--- src/design/rss_map.svh ---
`ifndef RSS_MAP_SVH
`define RSS_MAP_SVH

// register byte offsets, compared against haddr[11:0]; the file base is compared against haddr[11:9]
`define RSS_OFF_INSTR 12'h000
`define RSS_OFF_WORK 12'h004
`define RSS_OFF_STATUS 12'h008
`define RSS_OFF_WDOG 12'h00C
`define RSS_OFF_RESULT 12'h010
`define RSS_OFF_COUNT 12'h014
`define RSS_FILE_BASE_HI 3'h1

// instruction word fields
`define RSS_INSTR_OP_LSB 0
`define RSS_INSTR_DEST_BIT 2
`define RSS_INSTR_FADDR_LSB 8
`define RSS_INSTR_LIT_LSB 16

// status word fields
`define RSS_ST_CARRY 0
`define RSS_ST_DC 1
`define RSS_ST_ZERO 2
`define RSS_ST_TO_N 3
`define RSS_ST_PD_N 4
`define RSS_ST_BUSY 5
`define RSS_ST_SLEEP 6

// reset values
`define RSS_RST_WORK 8'h00
`define RSS_RST_TO_N 1'b1
`define RSS_RST_PD_N 1'b1
`define RSS_RST_FLAGS 3'h0

// watchdog timing
`define RSS_WDOG_PRE_W 8
`define RSS_WDOG_CNT_W 8

`endif

--- src/design/rss_pkg.sv ---
package rss_pkg;

    typedef enum logic [1:0] {
        rotate_right_carry_op = 2'h0,
        literal_minus_work_op = 2'h1,
        file_minus_work_op = 2'h2,
        sleep_op = 2'h3
    } rss_op_t;

    typedef enum logic [2:0] {
        ST_IDLE = 3'b001,
        ST_EXEC = 3'b010,
        ST_SLEEP = 3'b100
    } rss_state_t;

    typedef struct packed {
        logic [7:0] literal;
        logic [6:0] faddr;
        logic dest;
        rss_op_t op;
    } rss_instr_t;

    typedef struct packed {
        logic [7:0] value;
        logic carry;
        logic digit_carry_flag;
        logic zero;
        logic write_dcz;
    } rss_alu_res_t;

endpackage

--- src/design/rss_alu.sv ---
`timescale 1ns/100ps

module rss_alu (
    input wire rss_pkg::rss_op_t op, // operation being executed
    input wire logic [7:0] file_val, // addressed file register
    input wire logic [7:0] work, // working register
    input wire logic [7:0] literal, // immediate operand
    input wire logic carry_in, // current carry flag
    output rss_pkg::rss_alu_res_t res // value and flags
);
    logic [7:0] minuend;
    logic [8:0] diff;
    logic [4:0] dlow;

    always_comb begin
        minuend = (op == rss_pkg::literal_minus_work_op) ? literal : file_val;
        // two's complement: a + ~w + 1, carry out means no borrow
        diff = {1'b0, minuend} + {1'b0, ~work} + 9'h001; // [RULE3] [RULE5]
        dlow = {1'b0, minuend[3:0]} + {1'b0, ~work[3:0]} + 5'h01;
        res.value = file_val;
        res.carry = carry_in;
        res.digit_carry_flag = 1'b0;
        res.zero = 1'b0;
        res.write_dcz = 1'b0;
        case (op)
            rss_pkg::rotate_right_carry_op: begin
                res.value = {carry_in, file_val[7:1]}; // [RULE1]
                res.carry = file_val[0]; // [RULE1]
            end
            rss_pkg::literal_minus_work_op,
            rss_pkg::file_minus_work_op: begin
                res.value = diff[7:0];
                res.carry = diff[8]; // [RULE10]
                res.digit_carry_flag = dlow[4]; // [RULE10]
                res.zero = (diff[7:0] == 8'h00); // [RULE10]
                res.write_dcz = 1'b1;
            end
            default: begin
                res.value = file_val;
            end
        endcase
    end

endmodule

--- src/design/rss_regfile.sv ---
`timescale 1ns/100ps

module rss_regfile #(
    parameter int DEPTH = 128,
    parameter int AW = 7
) (
    input wire logic clk, // core clock
    input wire logic we, // write strobe
    input wire logic [AW-1:0] waddr, // write address
    input wire logic [7:0] wdata, // write data
    input wire logic [AW-1:0] raddr_a, // execution read address
    output logic [7:0] rdata_a, // execution read data
    input wire logic [AW-1:0] raddr_b, // bus read address
    output logic [7:0] rdata_b // bus read data
);
    logic [7:0] mem [DEPTH];

    always_ff @(posedge clk) begin
        if (we) begin
            mem[waddr] <= wdata;
        end
    end

    assign rdata_a = mem[raddr_a];
    assign rdata_b = mem[raddr_b];

endmodule

--- src/design/rss_top.sv ---
// Overview of operation
// RULE1 - rotate right: old carry into bit 7, old bit 0 into carry
// RULE2 - rotate result goes to work register if dest 0, file register if dest 1
// RULE3 - literal subtract computes 8-bit literal minus work register, two's complement
// RULE4 - literal subtract result always lands in the work register
// RULE5 - file subtract computes file register (address 0..127) minus work register
// RULE6 - file subtract result goes to work if dest 0, file if dest 1
// RULE7 - sleep clears the watchdog counter and its prescaler
// RULE8 - sleep drives power-down status low, time-out status high, nothing else
// RULE9 - after sleep the core halts and the oscillator stops
// RULE10 - subtracts set carry on w<=minuend, digit carry on low nibble, zero on zero
`timescale 1ns/100ps
`include "rss_map.svh"

module rss_top #(
    parameter int PRE_W = `RSS_WDOG_PRE_W,
    parameter int CNT_W = `RSS_WDOG_CNT_W
) (
    input wire logic hclk, // core clock
    input wire logic hresetn, // async reset
    input wire logic hsel, // slave select
    input wire logic [31:0] haddr, // byte address
    input wire logic [1:0] htrans, // transfer type
    input wire logic hwrite, // write when high
    input wire logic [2:0] hsize, // transfer size
    input wire logic [31:0] hwdata, // write data
    input wire logic hready, // bus ready
    input wire logic wake_pin, // wake request from outside
    output logic [31:0] hrdata, // read data
    output logic hreadyout, // slave ready
    output logic hresp, // response, always okay
    output logic core_halt, // core halted in sleep
    output logic osc_stop, // oscillator stop request
    output logic wdt_clear // watchdog clear pulse
);
    rss_pkg::rss_state_t st_r;
    rss_pkg::rss_instr_t instr_r;
    rss_pkg::rss_alu_res_t alu_res;

    logic ph_wr_r;
    logic [11:0] ph_addr_r;
    logic [31:0] rd_nxt;
    logic [7:0] work_r;
    logic carry_r;
    logic dc_r;
    logic zero_r;
    logic timeout_status_n;
    logic powerdown_status_n;
    logic [PRE_W-1:0] wdog_pre_r;
    logic [CNT_W-1:0] watchdog_counter;
    logic [7:0] result_r;
    logic [15:0] count_r;
    logic wake_s1_r;
    logic wake_s2_r;
    logic hreadyout_r;
    logic core_halt_r;
    logic osc_stop_r;
    logic wdt_clear_r;
    logic [7:0] file_rd;
    logic [7:0] bus_file_rd;
    logic file_we;
    logic [6:0] file_waddr;
    logic [7:0] file_wdata;
    logic wr_instr;
    logic wr_work;
    logic wr_status;
    logic wr_wdog;
    logic wr_file;
    logic exec;
    logic exec_sleep;
    logic exec_to_work;
    logic exec_to_file;

    assign hreadyout = hreadyout_r;
    assign hresp = 1'b0;
    assign core_halt = core_halt_r;
    assign osc_stop = osc_stop_r;
    assign wdt_clear = wdt_clear_r;

    // address phase capture
    always_ff @(posedge hclk or negedge hresetn) begin
        if (!hresetn) begin
            ph_wr_r <= 1'b0;
            ph_addr_r <= 12'h000;
        end else if (hready) begin
            ph_wr_r <= hsel && htrans[1] && hwrite;
            ph_addr_r <= haddr[11:0];
        end
    end

    // no wait states
    always_ff @(posedge hclk or negedge hresetn) begin
        if (!hresetn) begin
            hreadyout_r <= 1'b0;
        end else begin
            hreadyout_r <= 1'b1;
        end
    end

    // data phase write decode
    always_comb begin
        wr_instr = 1'b0;
        wr_work = 1'b0;
        wr_status = 1'b0;
        wr_wdog = 1'b0;
        wr_file = 1'b0;
        if (!ph_wr_r) begin
            wr_instr = 1'b0;
        end else if (ph_addr_r == `RSS_OFF_INSTR) begin
            wr_instr = 1'b1;
        end else if (ph_addr_r == `RSS_OFF_WORK) begin
            wr_work = 1'b1;
        end else if (ph_addr_r == `RSS_OFF_STATUS) begin
            wr_status = 1'b1;
        end else if (ph_addr_r == `RSS_OFF_WDOG) begin
            wr_wdog = 1'b1;
        end else if (ph_addr_r[11:9] == `RSS_FILE_BASE_HI) begin
            wr_file = 1'b1;
        end
    end

    // read mux, registered during the address phase
    always_comb begin
        rd_nxt = 32'h0000_0000;
        if (haddr[11:0] == `RSS_OFF_INSTR) begin
            rd_nxt = {8'h00, instr_r.literal, 1'b0, instr_r.faddr, 5'h00, instr_r.dest,
                      instr_r.op};
        end else if (haddr[11:0] == `RSS_OFF_WORK) begin
            rd_nxt = {24'h00_0000, work_r};
        end else if (haddr[11:0] == `RSS_OFF_STATUS) begin
            rd_nxt[`RSS_ST_CARRY] = carry_r;
            rd_nxt[`RSS_ST_DC] = dc_r;
            rd_nxt[`RSS_ST_ZERO] = zero_r;
            rd_nxt[`RSS_ST_TO_N] = timeout_status_n;
            rd_nxt[`RSS_ST_PD_N] = powerdown_status_n;
            rd_nxt[`RSS_ST_BUSY] = (st_r != rss_pkg::ST_IDLE);
            rd_nxt[`RSS_ST_SLEEP] = (st_r == rss_pkg::ST_SLEEP);
        end else if (haddr[11:0] == `RSS_OFF_WDOG) begin
            rd_nxt[CNT_W-1:0] = watchdog_counter;
            rd_nxt[16 +: PRE_W] = wdog_pre_r;
        end else if (haddr[11:0] == `RSS_OFF_RESULT) begin
            rd_nxt = {24'h00_0000, result_r};
        end else if (haddr[11:0] == `RSS_OFF_COUNT) begin
            rd_nxt = {16'h0000, count_r};
        end else if (haddr[11:9] == `RSS_FILE_BASE_HI) begin
            rd_nxt = {24'h00_0000, bus_file_rd};
        end
    end

    always_ff @(posedge hclk or negedge hresetn) begin
        if (!hresetn) begin
            hrdata <= 32'h0000_0000;
        end else if (hready && hsel && htrans[1] && !hwrite) begin
            hrdata <= rd_nxt;
        end
    end

    // wake pin synchroniser
    always_ff @(posedge hclk or negedge hresetn) begin
        if (!hresetn) begin
            wake_s1_r <= 1'b0;
            wake_s2_r <= 1'b0;
        end else begin
            wake_s1_r <= wake_pin;
            wake_s2_r <= wake_s1_r;
        end
    end

    // execution sequencer
    always_ff @(posedge hclk or negedge hresetn) begin
        if (!hresetn) begin
            st_r <= rss_pkg::ST_IDLE;
        end else begin
            case (st_r)
                rss_pkg::ST_IDLE: begin
                    if (wr_instr) begin
                        st_r <= rss_pkg::ST_EXEC;
                    end
                end
                rss_pkg::ST_EXEC: begin
                    if (instr_r.op == rss_pkg::sleep_op) begin
                        st_r <= rss_pkg::ST_SLEEP; // [RULE9]
                    end else begin
                        st_r <= rss_pkg::ST_IDLE;
                    end
                end
                rss_pkg::ST_SLEEP: begin
                    if (wake_s2_r) begin
                        st_r <= rss_pkg::ST_IDLE;
                    end
                end
                default: begin
                    st_r <= rss_pkg::ST_IDLE;
                end
            endcase
        end
    end

    // instructions written while busy are dropped
    always_ff @(posedge hclk or negedge hresetn) begin
        if (!hresetn) begin
            instr_r <= '0;
        end else if (wr_instr && st_r == rss_pkg::ST_IDLE) begin
            instr_r.op <= rss_pkg::rss_op_t'(hwdata[`RSS_INSTR_OP_LSB +: 2]);
            instr_r.dest <= hwdata[`RSS_INSTR_DEST_BIT];
            instr_r.faddr <= hwdata[`RSS_INSTR_FADDR_LSB +: 7]; // [RULE5]
            instr_r.literal <= hwdata[`RSS_INSTR_LIT_LSB +: 8]; // [RULE3]
        end
    end

    assign exec = (st_r == rss_pkg::ST_EXEC);
    assign exec_sleep = exec && (instr_r.op == rss_pkg::sleep_op);
    assign exec_to_work = exec // [RULE2] [RULE4] [RULE6]
                          && (instr_r.op == rss_pkg::literal_minus_work_op
                          || (instr_r.op != rss_pkg::sleep_op && !instr_r.dest));
    assign exec_to_file = exec && instr_r.dest
                          && (instr_r.op == rss_pkg::rotate_right_carry_op
                          || instr_r.op == rss_pkg::file_minus_work_op); // [RULE2] [RULE6]

    rss_alu u_alu (
        .op(instr_r.op),
        .file_val(file_rd),
        .work(work_r),
        .literal(instr_r.literal),
        .carry_in(carry_r),
        .res(alu_res)
    );

    // execution write-back has priority over a bus write
    assign file_we = exec_to_file || wr_file;
    assign file_waddr = exec_to_file ? instr_r.faddr : ph_addr_r[8:2];
    assign file_wdata = exec_to_file ? alu_res.value : hwdata[7:0];

    rss_regfile #(
        .DEPTH(128),
        .AW(7)
    ) u_file (
        .clk(hclk),
        .we(file_we),
        .waddr(file_waddr),
        .wdata(file_wdata),
        .raddr_a(instr_r.faddr),
        .rdata_a(file_rd),
        .raddr_b(haddr[8:2]),
        .rdata_b(bus_file_rd)
    );

    // working register
    always_ff @(posedge hclk or negedge hresetn) begin
        if (!hresetn) begin
            work_r <= `RSS_RST_WORK;
        end else if (exec_to_work) begin
            work_r <= alu_res.value; // [RULE2] [RULE4] [RULE6]
        end else if (wr_work) begin
            work_r <= hwdata[7:0];
        end
    end

    // arithmetic flags
    always_ff @(posedge hclk or negedge hresetn) begin
        if (!hresetn) begin
            {zero_r, dc_r, carry_r} <= `RSS_RST_FLAGS;
        end else if (exec && !exec_sleep) begin
            carry_r <= alu_res.carry; // [RULE1] [RULE10]
            if (alu_res.write_dcz) begin
                dc_r <= alu_res.digit_carry_flag; // [RULE10]
                zero_r <= alu_res.zero; // [RULE10]
            end
        end else if (wr_status) begin
            carry_r <= hwdata[`RSS_ST_CARRY];
            dc_r <= hwdata[`RSS_ST_DC];
            zero_r <= hwdata[`RSS_ST_ZERO];
        end
    end

    // power status bits, only sleep touches them here
    always_ff @(posedge hclk or negedge hresetn) begin
        if (!hresetn) begin
            timeout_status_n <= `RSS_RST_TO_N;
            powerdown_status_n <= `RSS_RST_PD_N;
        end else if (exec_sleep) begin
            timeout_status_n <= 1'b1; // [RULE8]
            powerdown_status_n <= 1'b0; // [RULE8]
        end
    end

    // watchdog prescaler and counter, frozen while the oscillator is stopped
    always_ff @(posedge hclk or negedge hresetn) begin
        if (!hresetn) begin
            wdog_pre_r <= '0;
            watchdog_counter <= '0;
        end else if (exec_sleep || wr_wdog) begin
            wdog_pre_r <= '0; // [RULE7]
            watchdog_counter <= '0; // [RULE7]
        end else if (st_r != rss_pkg::ST_SLEEP) begin
            wdog_pre_r <= wdog_pre_r + 1'b1;
            if (&wdog_pre_r) begin
                watchdog_counter <= watchdog_counter + 1'b1;
            end
        end
    end

    // sleep outputs
    always_ff @(posedge hclk or negedge hresetn) begin
        if (!hresetn) begin
            core_halt_r <= 1'b0;
            osc_stop_r <= 1'b0;
            wdt_clear_r <= 1'b0;
        end else begin
            wdt_clear_r <= exec_sleep; // [RULE7]
            if (exec_sleep) begin
                core_halt_r <= 1'b1; // [RULE9]
                osc_stop_r <= 1'b1; // [RULE9]
            end else if (st_r == rss_pkg::ST_SLEEP && wake_s2_r) begin
                core_halt_r <= 1'b0;
                osc_stop_r <= 1'b0;
            end
        end
    end

    // last result and retired count
    always_ff @(posedge hclk or negedge hresetn) begin
        if (!hresetn) begin
            result_r <= 8'h00;
            count_r <= 16'h0000;
        end else if (exec) begin
            if (!exec_sleep) begin
                result_r <= alu_res.value;
            end
            count_r <= count_r + 16'h0001;
        end
    end

endmodule

--- config.mk ---
export PLATFORM = sky130hd
export DESIGN_NAME = rss_top
export DESIGN_NICKNAME = d
export VERILOG_FILES = /design/src/design/rss_pkg.sv /design/src/design/rss_alu.sv /design/src/design/rss_regfile.sv /design/src/design/rss_top.sv
export VERILOG_INCLUDE_DIRS = /design/src /design/src/design
export SDC_FILE = /design/constraint.sdc
export NUM_CORES = 2
export LEC_CHECK = 0
export BUFFER_PORTS_ARGS = -buffer_cell sky130_fd_sc_hd__buf_2
export CAP_MARGIN = 30
export CORE_ASPECT_RATIO = 1.2
export CORE_MARGIN = 10
export CORE_UTILIZATION = 50
export DETAILED_ROUTE_END_ITERATION = 7
export PLACE_DENSITY_LB_ADDON = 0.1
export SYNTH_ARGS = -nofsm -noshare
export SYNTH_HDL_FRONTEND = slang
export SYNTH_SLANG_ARGS = --single-unit
--- constraint.sdc ---
create_clock -name hclk -period 13.1 [get_ports hclk]
set_clock_uncertainty 0.1 [all_clocks]
set_input_delay 1.31 -clock hclk [delete_from_list [all_inputs] [get_ports hclk]]
set_output_delay 1.31 -clock hclk [all_outputs]
set_load 0.005 [all_outputs]
# ---- Yosys cells after proc, flatten, opt, wreduce, memory -nomap -nowiden
# Memories as Yosys holds them, arrays and structs flattened.
# Cells that the tools add are included.
dict set report word_totals {
  ff_bits 123
  ram_bits 1024
  output_inout_bits 37
  word_cells 152
  n_memories 1
}
# name words word_bits rd rd_ports_with_merged_regs write_ports line_no
set mem_list {}
lappend mem_list {u_file.mem 128 8 2 0 1 rss_regfile.sv:16} ;# logic [7:0] mem [DEPTH];
dict set report classes {
  n_addsub 7
  n_eq_ne 23
  muxes 60
  bitwise 3
  n_reduce_logical 36
}
# op n
set ops {}
lappend ops {{$mux W32} 4}
lappend ops {{$mux W8} 14}
lappend ops {{$eq A12 B4 Y1 const B} 4}
lappend ops {{$mux W1} 32}
lappend ops {{$mux W25} 1}
lappend ops {{$eq A12 B3 Y1 const B} 2}
lappend ops {{$eq A12 B5 Y1 const B} 2}
lappend ops {{$logic_not A12 Y1} 2}
lappend ops {{$add A16 B1 Y16 const B} 1}
lappend ops {{$add A8 B1 Y8 const B} 2}
lappend ops {{$pmux W8 S2} 1}
lappend ops {{$mux W7} 2}
lappend ops {{$logic_and A1 B1 Y1} 13}
lappend ops {{$mux W3} 4}
lappend ops {{$reduce_and A2 Y1} 5}
lappend ops {{$reduce_bool A2 Y1} 5}
lappend ops {{$add A8 B8 Y9} 1}
lappend ops {{$add A9 B1 Y9 const B} 1}
lappend ops {{$eq A3 B1 Y1 const B} 3}
lappend ops {{$pmux W3 S3} 1}
lappend ops {{$logic_not A8 Y1} 1}
lappend ops {{$ne A2 B2 Y1 const B} 4}
lappend ops {{$not A8 Y8} 1}
lappend ops {{$reduce_and A8 Y1} 1}
lappend ops {{other kinds (16)} 22}

# ---- Depth between registers and ports, before layout
dict set report depth {
  depth_word 10
  depth_mapped 20
}

# ---- Hierarchy
# From an unflattened synthesis, not the netlist that was laid out.
dict set report unflattened {
  hier_cells 2696
  area_unflattened_um2 54021.8
}
# mod n_inst cells_per_inst area_per_inst_um2 seq_area_each_um2
set by_module_without_submodules {}
lappend by_module_without_submodules {rss_regfile 1 2047 47528.1 30749.5}
lappend by_module_without_submodules {rss_top 1 533 5652.9 2880.3}
lappend by_module_without_submodules {rss_alu 1 116 840.8 0.0}

# ---- Worst setup path after synthesis
# Ideal clock, no wire load.
dict set report synth_timing {
  path_type {flip-flop to flip-flop}
  start {register instr_r[3] in the netlist's numbering}
  end {memory u_file.mem[0][6], data pin}
  setup_ns 1.261
  arrival_ns 9.162
  required_ns 11.739
  path_slack_ns 2.576
  stages_incl_launch_ff 19
  period_less_slack_ns 10.524
  cell_sequence {dfrtp_1 buf_6 buf_12 mux4_1 mux2_2 o22ai_2 nor4_1 or4b_4 mux2i_1 ha_1 inv_1 fa_1 a21o_1 a21oi_1 nand2b_1 a21oi_1 a211oi_1 a211oi_1 a221oi_1}
}
dict set report synth_between {
  elab_chain_len 6
}
# item line_no
set synth_lines {}
lappend synth_lines {{start, declared} rss_top.sv:37} ;# rss_pkg::rss_instr_t instr_r;
lappend synth_lines {{$mem_v2 Z128 W8 (*)} --}
lappend synth_lines {{$mux W8} rss_alu.sv:16} ;# minuend = (op == rss_pkg::literal_minus_work_op) ? literal : file_val;
lappend synth_lines {{$add A8 B8 Y9} rss_alu.sv:18} ;# diff = {1'b0, minuend} + {1'b0, ~work} + 9'h001;
lappend synth_lines {{$add A9 B1 Y9} rss_alu.sv:18}
lappend synth_lines {{$pmux W8 S2 (*)} rss_alu.sv:25} ;# case (op)
lappend synth_lines {{$mux W8 (*)} rss_top.sv:232} ;# assign file_wdata = exec_to_file ? alu_res.value : hwdata[7:0];
lappend synth_lines {{via file_wdata[6]} rss_top.sv:63} ;# logic [7:0] file_wdata;
lappend synth_lines {{end, declared} rss_regfile.sv:16}
# The timed path passes the listed nets; every way through them passes the cells marked *.

# ---- Worst setup path in the final report
dict set report layout_timing {
  start {register instr_r[5] in the netlist's numbering}
  end {memory u_file.mem[29][4], data pin}
}
# Same word-level chain as after synthesis.

==> results.md <==
- Die X: 322 microns
- Post-synth ARST share: 0.101
- Sequential share of the synthesized area: 0.613
- Period utilisation layout: 0.639
- Dpl ws: 4.84 ns
- Multi-input gate area: 19,800 sq um
- Layout Nets: 3,377
- Number of synthesized flops with an enable pin: 1,024
- Hold depth: 0
- Final Hold Vio Count: 0
- Initial Util: 0.502
- # IOs: 112
- DRT iter0 DRCs: 4,918
- Layout cell share with drive strength beyond 1: 0.293
- Yosys warnings: 0
- Post-CTS Hold Buffers: 0
- Worst Path Arrival: 8.69 ns
- # port buffers: 69
- Mapped cell area: 54,800 sq um
- Largest net degree at the start of global routing: 136
- Crit path kind: flip-flop to flip-flop
- Post-synthesis cell count: 3,181
- Slew Viols, Final: 0
- Critical Path RT: 13.42 ns
- Synth area leader: edfxtp_1
- Upper clock frequency limit: 119 MHz
- DRC Markers: 0
- Setup violators final: 0
- Worst-Skew Late Latency: 0.75 ns
- Final min period: 8.37 ns
- CTS tree: done
- R2R depth: 20
- LEAKAGE: 19.6 nW
- Clock buffer depth: 3
- Crit path max fanout: 98
- Slew of the pin with the lowest slew margin: 1.10 ns
- Power Density: 128 nW/um^2
- Die ar.: 123,000 sq um
- Flops & latches, synth: 1,139
- Postcts setup bufs: 0
- Vias: 34,037
- Area growth from synthesis to layout: 11.1%
- Worst min path class: flip-flop to flip-flop
- Core region area: 109,000 sq um
- Hold WS: 0.267 ns
- Synth area leaders: edfxtp_1 (56%), mux4_2 (20%), dfrtp_1 (5.2%)
- RSZ-0062 raised after global routing: false
- Commonest non-fill, non-tap cell in the layout: edfxtp_1
- Row count: 133
- Avg Cell Area, Syn: 17.2 sq um
- GPL Wtd Cong: 0.941
- CP endpoint kind: flip-flop
- GRT Total Usage: 0.298
- Vias per inst: 7.09
- Top cell type's share of synthesized area: 0.561
- Status: finished, final reports clean
- # clock sinks: 1,139
- Startpoint types: flip-flop
- DRT Pass-1 Iters: 6
- Total CTS buffers: 113
- Netlist cell types: 79
- Vias in the first global route: 33,806
- H-tree levels: 3
- Rel. slew slack: 0.260
- Sequential Area: 33,600 sq um
- DRT Wirelength: 185,000 microns
- Grt total ovfl: 0
- Root Buffer: clkbuf_16
- Fillers: 8,342
- CTS resizes: 0
- First-pass GRT wire length: 259,000 microns
- WL per Instance: 38.5 microns
- Max cap viols: 0
- Clock slew at reported path FFs: 0.06 ns
- Hpwl dp: 126,000 microns
- Commonest cells after routing, fill and taps aside: edfxtp_1 (1,024), mux4_2 (487), nor2_1 (234)
- Die Ht: 383 microns
- Antenna violations before repair: 6
- Commonest register cell after synthesis: edfxtp_1
- Setup WS post-layout: 4.73 ns
- VDD IR max: 0.125 mV
- Antenna Violating Nets Remaining: 0
- Setup TNS: 0 ns
==> worst max-delay path, cell delays in order, from the launching register on <==
cell,delay (ns)
dfrtp_4,0.96
buf_12,0.54
buf_12,0.49
mux4_2,0.38
a22oi_1,0.39
o21a_1,0.19
a31oi_1,0.18
or4b_4,0.62
mux2i_1,0.16
ha_1,0.19
inv_1,0.06
fa_1,0.43
a21o_1,0.18
a21oi_1,0.28
xnor2_1,0.24
a21oi_1,0.15
o221ai_1,0.10
o32ai_1,0.23
o21ai_4,0.56
buf_4,0.57
buf_4,0.66
==> logic make-up (layout without fill, tap and decap cells) <==
| logic type | after synthesis | in the layout | share of synthesized area |
|---|---|---|---|
| buf+inv | 273 | 464 | 0.0279 |
| simple gates | 580 | 580 | 0.0512 |
| other cells | 2 | 11 | 0.000137 |
| xor+xnor | 34 | 34 | 0.00543 |
| fa+ha+maj | 17 | 17 | 0.00402 |
| mux | 711 | 711 | 0.245 |
| compound gates | 425 | 425 | 0.0530 |
| flops | 1139 | 1139 | 0.613 |
==> metal layers <==
| metal | routed length (microns) | vias up | part of all wire | GRT usage |
|---|---|---|---|---|
| met5 | 40 | - | 0.00022 | 0 |
| met4 | 10700 | 6 | 0.058 | 0.152 |
| met3 | 20000 | 411 | 0.11 | 0.0648 |
| met2 | 85800 | 2237 | 0.46 | 0.460 |
| met1 | 68100 | 17959 | 0.37 | 0.396 |
| li1 | - | 13424 | - | - |
==> area by class of cell <==
type,instances,area share
diodes,1,0.0000411
clock buffers,148,0.0503
clock inverters,62,0.0108
inverters,27,0.00166
multi-input cells,1777,0.326
flip-flops and latches,1139,0.553
well taps,1417,0.0291
repair buffers,227,0.0296
==> state kept, by name (all words and copies together), names as in the netlist <==
register / cells
osc_stop: 1
hreadyout: 1
wake_s1_r: 1
ph_wr_r: 1
powerdown_status_n: 1
count_r: 16
hrdata: 24
dc_r: 1
wake_s2_r: 1
zero_r: 1
u_file.mem: 1024
wdog_pre_r: 8
result_r: 8
carry_r: 1
work_r: 8
wdt_clear: 1
watchdog_counter: 8
ph_addr_r: 12
st_r: 3
instr_r: 18
==> power by group <==
part	total [mW]	internal (mW)	leakage [nW]	switching, mW
clock	3.30	1.88	1.81	1.42
sequential	4.01	3.98	10.6	0.0276
combinational	0.459	0.170	7.15	0.289
==> worst paths after layout <==
path	startpoint	end	slack, ns
max in group asynchronous	hresetn	instr_r[8]	11.33
max reg2reg	instr_r[5]	u_file.mem[29][4]	4.73
min reg2reg	wake_s1_r	wake_s2_r	0.27
min in group asynchronous	hresetn	instr_r[15]	0.44
min	wake_s1_r	wake_s2_r	0.27
max	instr_r[5]	u_file.mem[29][4]	4.73
==> stage by stage <==
| stage | cells | total power [mW] | instance area, sq um | utilization |
|---|---|---|---|---|
| final | 4798 | 7.77 | 60900 | 0.558 |
| after global routing | 4797 | 7.98 | 60900 | 0.558 |
| after CTS | 4791 | 7.81 | 60800 | 0.557 |
| after floorplan | 3189 | 4.37 | 54900 | - |
| after detailed placement | 4581 | 4.54 | 57100 | 0.523 |
| after global placement | 4524 | 4.53 | 56500 | 0.518 |
==> Yosys cell counts (all sizes together) (5+ instances only) <==
cell type	count
edfxtp	1024
mux4	495
nor2	235
buf	162
mux2i	149
dfrtp	113
nand2	103
o21ai	87
clkbuf	84
mux2	67
a21oi	61
a22oi	61
o22ai	55
a221oi	53
nand3	47
nor3	31
nor2b	27
inv	26
xnor2	23
nand2b	21
o31ai	18
ha	16
and3	14
a211oi	13
or2	13
a31oi	12
nand4	12
nor4	12
o221ai	12
nand3b	11
xor2	11
and4	10
a22o	9
or3b	9
and2	8
nor3b	8
or3	7
a21o	5
a221o	5
o211ai	5
Note: power is estimated with default switching activity, not from simulation.
